### config.mk
export PLATFORM = sky130hd
export DESIGN_NAME = earth_fault_trip_logic
export DESIGN_NICKNAME = d
export VERILOG_FILES = /design/src/design/ef_trip_pkg.sv /design/src/design/earth_fault_trip_logic.sv
export SDC_FILE = /design/constraint.sdc
export NUM_CORES = 1
export LEC_CHECK = 0
export ABC_AREA = 1
export BUFFER_PORTS_ARGS = -buffer_cell sky130_fd_sc_hd__buf_2
export CAP_MARGIN = 20
export CORE_MARGIN = 5
export CORE_UTILIZATION = 25
export CTS_CLUSTER_SIZE = 10
export DETAILED_ROUTE_END_ITERATION = 6
export GPL_TIMING_DRIVEN = 0
export PLACE_DENSITY = 0.51
export SYNTH_ARGS = -nofsm -noshare
export SYNTH_HDL_FRONTEND = slang
export SYNTH_SLANG_ARGS = --single-unit
### constraint.sdc
create_clock -name core_clk -period 2.86 [get_ports core_clk]
set_clock_uncertainty 0.15 [all_clocks]
set_input_delay 0.429 -clock core_clk [delete_from_list [all_inputs] [get_ports core_clk]]
set_output_delay 0.429 -clock core_clk [all_outputs]
set_load 0.02 [all_outputs]
### src/design/ef_trip_pkg.sv
// Constants and types for the residual earth fault trip logic.
// Assumes currents arrive as magnitudes in hundredths of rated current.
package ef_trip_pkg;
    localparam int CLK_PERIOD_NS = 4;
    localparam int TICK_MS = 10;
    localparam int TICK_CYCLES = TICK_MS * 1000000 / CLK_PERIOD_NS;
    localparam int PRE_W = 22;
    localparam int CUR_W = 11;
    localparam int PH_W = 13;
    localparam int THR_W = 10;
    localparam int DLY_W = 13;
    localparam int BFD_W = 7;
    localparam int PROD_W = 18;
    localparam int NLEV = 3;
    localparam logic [6:0] RESET_PCT = 7'h5F;
    localparam logic [6:0] FULL_PCT = 7'h64;
    localparam logic [PH_W-1:0] BF_LEVEL = 13'h0005;
    localparam logic [2:0] LAST_NONE = 3'h0;
    localparam logic [2:0] LAST_REMOTE = 3'h4;
    localparam logic [2:0] LAST_BF = 3'h5;
    typedef enum logic [3:0] {
        CURVE_DT, IEC_A, IEC_B, IEC_C, IEEE_MI, IEEE_VI, IEEE_I, IEEE_EI,
        IEEE_SI
    } curve_e;
endpackage : ef_trip_pkg

### src/design/earth_fault_trip_logic.sv
// Three residual levels, breaker failure supervision and remote trip.
// Assumes all inputs are synchronous to core_clk; inverse curve time is
// computed outside and presented on curve_delay in 10 ms ticks.
`timescale 1ns/1ps
module earth_fault_trip_logic #(
    parameter int TICK_CYCLES = ef_trip_pkg::TICK_CYCLES
) (
    // Clock and reset
    input wire logic core_clk,
    input wire logic arst_n,
    // Measurements
    input wire logic [ef_trip_pkg::CUR_W-1:0] io_mag,
    input wire logic [ef_trip_pkg::PH_W-1:0] ph_mag_a,
    input wire logic [ef_trip_pkg::PH_W-1:0] ph_mag_b,
    input wire logic [ef_trip_pkg::PH_W-1:0] ph_mag_c,
    // Digital inputs
    input wire logic block_input,
    input wire logic remote_trip_input,
    input wire logic reset_button,
    // Residual level settings, bit i is level i+1
    input wire logic [2:0] function_enable_setting,
    input wire logic [2:0] block_input_option,
    input wire logic [2:0] osc_trigger_option,
    input wire ef_trip_pkg::curve_e delay_curve_select,
    input wire logic [ef_trip_pkg::DLY_W-1:0] curve_delay,
    input wire logic [ef_trip_pkg::THR_W-1:0] first_residual_threshold,
    input wire logic [ef_trip_pkg::THR_W-1:0] second_residual_threshold,
    input wire logic [ef_trip_pkg::THR_W-1:0] third_residual_threshold,
    input wire logic [ef_trip_pkg::DLY_W-1:0] first_residual_delay,
    input wire logic [ef_trip_pkg::DLY_W-1:0] second_residual_delay,
    input wire logic [ef_trip_pkg::DLY_W-1:0] third_residual_delay,
    // Breaker failure and remote trip settings
    input wire logic breaker_failure_function,
    input wire logic [1:0] supervised_trip_relay,
    input wire logic [ef_trip_pkg::BFD_W-1:0] breaker_failure_delay,
    input wire logic remote_trip_function,
    // Outputs
    output logic [3:0] relay_out,
    output logic trip_led,
    output logic osc_trigger,
    output logic [2:0] last_trip,
    output logic [2:0] level_pickup
);
    typedef struct packed {
        logic [ef_trip_pkg::PRE_W-1:0] pre;
        logic tick;
        logic [2:0] pick;
        logic [2:0] trip;
        logic [2:0][ef_trip_pkg::DLY_W-1:0] cnt;
        logic rtrip;
        logic [ef_trip_pkg::BFD_W-1:0] bfcnt;
        logic bf;
        logic [3:0] relay;
        logic led;
        logic osc;
        logic [2:0] last;
    } state_s;

    state_s st_r;
    state_s st_nxt;
    logic [2:0][ef_trip_pkg::THR_W-1:0] thr;
    logic [2:0][ef_trip_pkg::DLY_W-1:0] dly;
    logic [2:0] over;
    logic [2:0] under;
    logic [2:0] rise;
    logic [ef_trip_pkg::PH_W-1:0] ph_max;
    logic [1:0] bf_relay;

    assign thr[0] = first_residual_threshold;
    assign thr[1] = second_residual_threshold;
    assign thr[2] = third_residual_threshold;
    // Inverse shapes use the externally computed curve time
    assign dly[0] = (delay_curve_select == ef_trip_pkg::CURVE_DT) ?
        first_residual_delay : curve_delay;
    assign dly[1] = second_residual_delay;
    assign dly[2] = third_residual_delay;
    assign bf_relay = supervised_trip_relay + 2'h1;

    // Release at 95 percent compared by cross multiplication, no divider
    genvar g;
    generate
        for (g = 0; g < ef_trip_pkg::NLEV; g++) begin : g_cmp
            assign over[g] = {1'b0, io_mag} > {2'h0, thr[g]};
            assign under[g] = (ef_trip_pkg::PROD_W'(io_mag) *
                ef_trip_pkg::PROD_W'(ef_trip_pkg::FULL_PCT)) <
                (ef_trip_pkg::PROD_W'(thr[g]) *
                ef_trip_pkg::PROD_W'(ef_trip_pkg::RESET_PCT));
        end
    endgenerate

    always_comb begin
        ph_max = ph_mag_a;
        if (ph_mag_b > ph_max) begin
            ph_max = ph_mag_b;
        end
        if (ph_mag_c > ph_max) begin
            ph_max = ph_mag_c;
        end
    end

    always_comb begin
        st_nxt = st_r;
        // 10 ms time base; parameter shortens it in simulation
        st_nxt.tick = 1'b0;
        if (st_r.pre >= ef_trip_pkg::PRE_W'(TICK_CYCLES - 1)) begin
            st_nxt.pre = '0;
            st_nxt.tick = 1'b1;
        end else begin
            st_nxt.pre = st_r.pre + 1'b1;
        end
        for (int i = 0; i < ef_trip_pkg::NLEV; i++) begin
            if (!function_enable_setting[i]) begin
                st_nxt.pick[i] = 1'b0;
                st_nxt.trip[i] = 1'b0;
                st_nxt.cnt[i] = '0;
            end else begin
                st_nxt.pick[i] = over[i] | (st_r.pick[i] & ~under[i]);
                if (!st_nxt.pick[i]) begin
                    st_nxt.cnt[i] = '0;
                    st_nxt.trip[i] = 1'b0;
                end else begin
                    if (st_r.tick && st_r.cnt[i] < dly[i]) begin
                        st_nxt.cnt[i] = st_r.cnt[i] + 1'b1;
                    end
                    st_nxt.trip[i] = st_r.trip[i] |
                        ((st_r.cnt[i] >= dly[i]) &
                        ~(block_input_option[i] & block_input));
                end
            end
        end
        st_nxt.rtrip = remote_trip_function & remote_trip_input;
        // Failure timer runs only while the supervised relay is closed
        if (!breaker_failure_function ||
            !st_r.relay[supervised_trip_relay]) begin
            st_nxt.bfcnt = '0;
            st_nxt.bf = 1'b0;
        end else begin
            if (st_r.tick && st_r.bfcnt < breaker_failure_delay) begin
                st_nxt.bfcnt = st_r.bfcnt + 1'b1;
            end
            st_nxt.bf = (st_r.bfcnt >= breaker_failure_delay) &&
                (ph_max > ef_trip_pkg::BF_LEVEL);
        end
        st_nxt.relay = '0;
        st_nxt.relay[supervised_trip_relay] = |st_nxt.trip |
            st_nxt.rtrip;
        st_nxt.relay[bf_relay] = st_nxt.bf;
        rise = st_nxt.trip & ~st_r.trip;
        st_nxt.osc = |(rise & osc_trigger_option);
        // A new trip wins over a push-button press in the same cycle
        st_nxt.led = (|rise) | (st_nxt.rtrip & ~st_r.rtrip) |
            (st_r.led & ~reset_button);
        if (st_nxt.bf && !st_r.bf) begin
            st_nxt.last = ef_trip_pkg::LAST_BF;
        end
        if (st_nxt.rtrip && !st_r.rtrip) begin
            st_nxt.last = ef_trip_pkg::LAST_REMOTE;
        end
        for (int i = ef_trip_pkg::NLEV - 1; i >= 0; i--) begin
            if (rise[i]) begin
                st_nxt.last = 3'(i + 1);
            end
        end
    end

    always_ff @(posedge core_clk or negedge arst_n) begin
        if (!arst_n) begin
            st_r <= '0;
        end else begin
            st_r <= st_nxt;
        end
    end

    assign relay_out = st_r.relay;
    assign trip_led = st_r.led;
    assign osc_trigger = st_r.osc;
    assign last_trip = st_r.last;
    assign level_pickup = st_r.pick;
endmodule : earth_fault_trip_logic

=== Word-level counts from Yosys, hierarchy flattened ===
Index checks and enable logic that the tools add are counted.

* Add/sub/neg operators: 6
* Multipliers: 4
* $lt $le $gt $ge: 22
* Eq/ne operators: 3
* Multiplexer cells: 37
* Bitwise operators: 33
* Reduce and logical (&&, ||, !) cells: 20

{| class="wikitable"
|+ Operator list
! cell !! count
|-
| $mux 13 || 12
|-
| $lt 18x17->1 || 3
|-
| $mul 10x7->17 const B || 3
|-
| $add 13x1->13 const B || 3
|-
| $ge 13x13->1 || 3
|-
| $lt 13x13->1 || 3
|-
| $gt 11x10->1 || 3
|-
| $gt 13x13->1 || 2
|-
| $add 22x1->22 const B || 1
|-
| $ge 22x22->1 const B || 1
|-
| $mux 22 || 1
|-
| $mul 11x5->16 const B || 1
|-
| $mux 3 || 5
|-
| $gt 13x3->1 const B || 1
|-
| $mux 1 || 13
|-
| $and 1x1->1 || 12
|-
| $logic_and 1x1->1 || 9
|-
| $ne 3x2->1 const B || 3
|-
| $or 1x1->1 || 9
|-
| $reduce_or 3->1 || 3
|-
| $mux 8 || 1
|-
| $not 1->1 || 8
|-
| $add 7x1->7 const B || 1
|-
| $ge 7x7->1 || 1
|-
| 16 further kinds || 23
|}

* Bits in registers: 86
* Output and inout bits: 12
* Logic and storage cells: 139

=== Depth between registers and ports, before layout ===
* Word-level depth: 13
* Mapped depth: 35
* Gate-level depth less buffers: 35

=== Least setup slack after synthesis ===
OpenSTA, ideal clock, no wires.

* Path type: input to register
* Start: input third_residual_threshold[7] in the netlist's numbering
* End: register st_r (netlist bit last_trip[0])
* Data arrival time: 5.392 ns
* Required time: 2.594 ns
* Setup slack: -2.799 ns
* Stages: 33
* Buffers on the path: 0
* Cells stage by stage: inv_1 > fa_1 > inv_1 > fa_1 > fa_1 > inv_1 > fa_1 > inv_1 > ha_1 > inv_1 > nor4_1 > nand2_1 > nand2_1 > nand2_1 > nand2_1 > a21oi_1 > o21ai_0 > a21oi_1 > o21ai_0 > xnor2_1 > ha_1 > a21oi_1 > nand2_1 > nand2_1 > nand2_1 > nand2_2 > nand2_1 > nand4_1 > nand2_2 > nor2_4 > nand2_1 > nand2_1 > nand2_1

* Longest elaborated chain between the ends: 11

{| class="wikitable"
|+ Ends and longest elaborated chain
! item !! RTL line !! RTL
|-
| start: declaration || earth_fault_trip_logic.sv:28 || <nowiki>input wire logic [ef_trip_pkg::THR_W-1:0] third_residual_threshold,</nowiki>
|-
| $mul 10x7->17 || earth_fault_trip_logic.sv:86 || <nowiki>(ef_trip_pkg::PROD_W'(thr[g]) *</nowiki>
|-
| $lt 18x17->1 || earth_fault_trip_logic.sv:85 || <nowiki>ef_trip_pkg::PROD_W'(ef_trip_pkg::FULL_PCT)) <</nowiki>
|-
| $not 1->1 || earth_fault_trip_logic.sv:117 || <nowiki>st_nxt.pick[i] = over[i] | (st_r.pick[i] & ~under[i]);</nowiki>
|-
| $and 1x1->1 || earth_fault_trip_logic.sv:117 ||
|-
| $or 1x1->1 (*) || earth_fault_trip_logic.sv:117 ||
|-
| $mux 1 (*) || earth_fault_trip_logic.sv:118 || <nowiki>if (!st_nxt.pick[i]) begin</nowiki>
|-
| $mux 1 (*) || earth_fault_trip_logic.sv:112 || <nowiki>if (!function_enable_setting[i]) begin</nowiki>
|-
| $and 3x3->3 (*) || earth_fault_trip_logic.sv:148 || <nowiki>rise = st_nxt.trip & ~st_r.trip;</nowiki>
|-
| $mux 3 (3 in series) || earth_fault_trip_logic.sv:160 || <nowiki>if (rise[i]) begin</nowiki>
|-
| end signal: assignment || earth_fault_trip_logic.sv:170 || <nowiki>st_r <= st_nxt;</nowiki>
|-
| end: declaration || earth_fault_trip_logic.sv:59 || <nowiki>state_s st_r;</nowiki>
|}

Every way passes the cells marked *; elsewhere a longest branch is shown, timed or not.
A chain may end at the register's enable or synchronous reset.

=== Worst setup path in the final report ===
* Start: input third_residual_threshold[6] in the netlist's numbering
* End: register st_r (netlist bit last_trip[1])

Same word-level chain as after synthesis.

==> metrics.md <==
| Metric | Value |
|---|---|
| R2R Setup Slk | `-270 ps` |
| Power density cells | `672.6 nW/µm²` |
| Yosys cell types | `52` |
| Iteration-0 DRC Markers | `357` |
| Detailed Route WL | `37960 µm` |
| Maximum VDD drop | `0.4421 mV` |
| Total grt overflow | `0` |
| GP Congestion | `0.8180` |
| Final instance area | `18410 µm²` |
| Most common cell after layout, fill and taps aside | `inv_1` |
| Setup TNS | `-138590 ps` |
| Hold Startpoint | `reset_button` |
| Total power | `12.39 mW` |
| Comb power frac | `80.6%` |
| Pre-CTS WS | `-3562 ps` |
| Initial core utilization | `25.21%` |
| Failing checks | `setup timing` |
| Final setup vio count | `55` |
| CTS Sinks | `86` |
| Yosys warns | `0` |
| H-tree depth | `3` |
| Post-Layout Cell Count | `2849` |
| Met3 WL | `1299 µm` |
| Placement Cell Area | `16190 µm²` |
| Initial antenna violation count | `3` |
| CTS tree | `yes` |
| Int Power | `6.272 mW` |
| Sequential share of the synthesized area | `15.14%` |
| Placed Instances | `2737` |
| Worst R2R End | `st_r[54]` |
| Rows | `87` |
| Slew Limit Fails | `0` |
| Routed Antenna Nets | `0` |
| CTS max path bufs | `2` |
| Port bufs | `171` |
| Worst slew margin | `41.89%` |
| Area Overhead vs Synth | `29.55%` |
| Die width | `248.4 µm` |
| Synth Instances | `1809` |
| Min-delay worst type | `in -> reg` |
| DRC viols | `0` |
| Routed WL per cell | `13.32 µm` |
| Hold Path End | `trip_led` |
| Average size of a mapped cell | `7.857 µm²` |
| CP max stage cell | `fa_1` |
| Root Driver | `clkbuf_16` |
| Diodes inserted | `0` |
| Number of iterations in the first detailed-routing pass | `4` |
| CP required | `2990 ps` |
| IO Count | `173` |
| Fin. Hold Viols | `0` |
| Number of synthesized flops with an enable pin | `0` |
| Nets@finish | `2655` |
| Core area | `56390 µm²` |
| CP max FO | `4` |
| CTS Buf Count | `9` |
| Lkg Pwr | `9.514 nW` |
| Tightest Pin Transition | `860.5 ps` |
| Die ar. | `61720 µm²` |
| Endpoint type of the worst setup path | `flop` |
| Gr usage total | `12.03%` |
| CP peak stage delay | `540 ps` |
| Commonest non-fill, non-tap cells in the layout | `inv_1, nand2_1, ha_1, buf_2, a21oi_1` |
| Min Hold Slack | `97.65 ps` |
| Max Used Layer | `met5` |
| DIE HEIGHT | `248.4 µm` |
| Syn Std Cell Area | `14210 µm²` |
| M1 WL | `17110 µm` |
| Ys async rst share | `100.0%` |
| Clock share of power | `9.4%` |
| WS Path Type | `in -> reg` |
| Final Cycle Share | `194.6%` |
| Status | `complete, but fails checks` |
| Hold Crit Depth | `2` |
| PnR worst setup slack | `-2707 ps` |
| First-pass GRT wire length | `63370 µm` |
| Largest net degree at the start of global routing | `46` |
| Layout cell share with drive strength beyond 1 | `25.32%` |
| Sequential power share | `10.0%` |
| Clock-pin slew on the worst setup and hold paths | `70 ps` |
| Switching pwr | `6.114 mW` |
| Worst-skew pair later-pin latency | `340 ps` |
| R2r startpoint | `st_r[50]` |
| DPL Wire Length | `31510 µm` |
| Yosys reg bits | `86` |
| Worst EP arrival | `5690 ps` |
| Synth Net Count | `2376` |
| Filler cells | `5980` |
| Vias in the first global route | `13144` |
| Critical path's most frequent cell | `nand2_1` |
| Unrepaired setup endpoints after global routing | `true` |
| Switch share | `49.36%` |
| Post-layout util | `32.66%` |
| Vias post-DR | `12589` |
| Post-synth top flop | `dfrtp_1` |
| R2R cell count | `12` |
| Fmax | `179.6 MHz` |
| Critical Path Start Type | `primary input` |
| Crit path time final | `5567 ps` |
| Max-cap violations | `0` |
| WL met2 | `18870 µm` |
| Via density | `4.419` |
==> how the worst max path moves through the flow <==
| stage | startpoint | to | cells after the start |
|---|---|---|---|
| 3_5_place_dp | third_residual_threshold[5] | trip_led | 33 |
| 3_3_place_gp | third_residual_threshold[5] | trip_led | 34 |
| 4_1_cts | third_residual_threshold[7] | last_trip[0] | 36 |
| 5_1_grt | third_residual_threshold[6] | last_trip[0] | 37 |
| 2_1_floorplan | third_residual_threshold[7] | last_trip[0] | 35 |
| 6_report | third_residual_threshold[6] | last_trip[1] | 36 |
==> registers in the layout, indices dropped and copies added (netlist names) <==
signal	cells
st_r	74
relay_out	4
last_trip	3
level_pickup	3
osc_trigger	1
trip_led	1
==> layout make-up <==
| type | instances | area, µm² | share of cell area, % |
|---|---|---|---|
| Clock inverter | 5 | 41.29 | 0.2242 |
| Inverter | 378 | 1484 | 8.059 |
| Sequential cell | 86 | 2152 | 11.69 |
| Timing Repair Buffer | 267 | 1888 | 10.25 |
| Buffer | 17 | 120.1 | 0.6523 |
| Multi-Input combinational cell | 1329 | 11530 | 62.61 |
| Clock buffer | 11 | 252.7 | 1.373 |
| Tap cell | 756 | 945.9 | 5.137 |
==> what timing repair did <==
| item | 4_1_cts | 5_1_grt |
|---|---|---|
| pin swaps | 110 | 66 |
| resized for setup | 205 | 89 |
| hold buffers | 1 | 0 |
| cloned | 2 | 0 |
| setup endpoints to repair | 55 | 55 |
| setup buffers | 70 | 24 |
| hold endpoints to repair | 41 | 0 |
==> layer usage <==
| layer | vias up | GRT usage [%] |
|---|---|---|
| met5 | - | 0 |
| met3 | 45 | 1.546 |
| met2 | 201 | 22.04 |
| li1 | 6437 | - |
| met1 | 5900 | 15.24 |
| met4 | 6 | 2.318 |
==> Yosys cell counts (all sizes together), types with 14 or more instances <==
cell type | number | area share (%)
nand3 | 65 | 2.4
xnor2 | 19 | 1.2
o21ai | 77 | 2.7
buf | 16 | 0.82
nand2 | 324 | 8.8
nor3 | 34 | 1.3
xor2 | 44 | 2.7
ha | 310 | 27
a21oi | 123 | 4.4
nand4 | 24 | 1.1
dfrtp | 86 | 15
fa | 96 | 14
nor4 | 14 | 0.62
nor2 | 119 | 3.4
inv | 378 | 10
==> critical path, delay by kind of cell <==
family	cells	cell delay, ps
AO/OA/AOI/OAI	5	550
AND/OR/NAND/NOR	15	1200
buffers and inverters	9	770
XOR/XNOR	1	130
adder cells (fa/ha/maj)	6	2590
==> power groups by stage <==
| stage | Sequential [mW] | Combinational [mW] | Clock, mW |
|---|---|---|---|
| 6_report | 1.24 | 9.99 | 1.16 |
| 5_1_grt | 1.24 | 11.3 | 1.25 |
| 4_1_cts | 1.24 | 9.30 | 1.19 |
| 3_5_place_dp | 1.26 | 7.95 | 0 |
| 3_3_place_gp | 1.26 | 7.68 | 0 |
| 2_1_floorplan | 1.26 | 6.05 | 0 |
==> logic make-up (layout without fill, tap and decap cells) <==
kind of cell             count (synthesis)  in the layout  synth area share [%]
adder cells (fa/ha/maj)                406            406                 40.81
AND/OR/NAND/NOR                        602            603                 18.77
multiplexers                            14             14                0.9947
flip-flops                              86             86                 15.14
AO/OA/AOI/OAI                          243            243                 9.578
XOR/XNOR                                63             63                 3.882
buffers and inverters                  395            678                 10.83
(Power assumes the default switching activity.)
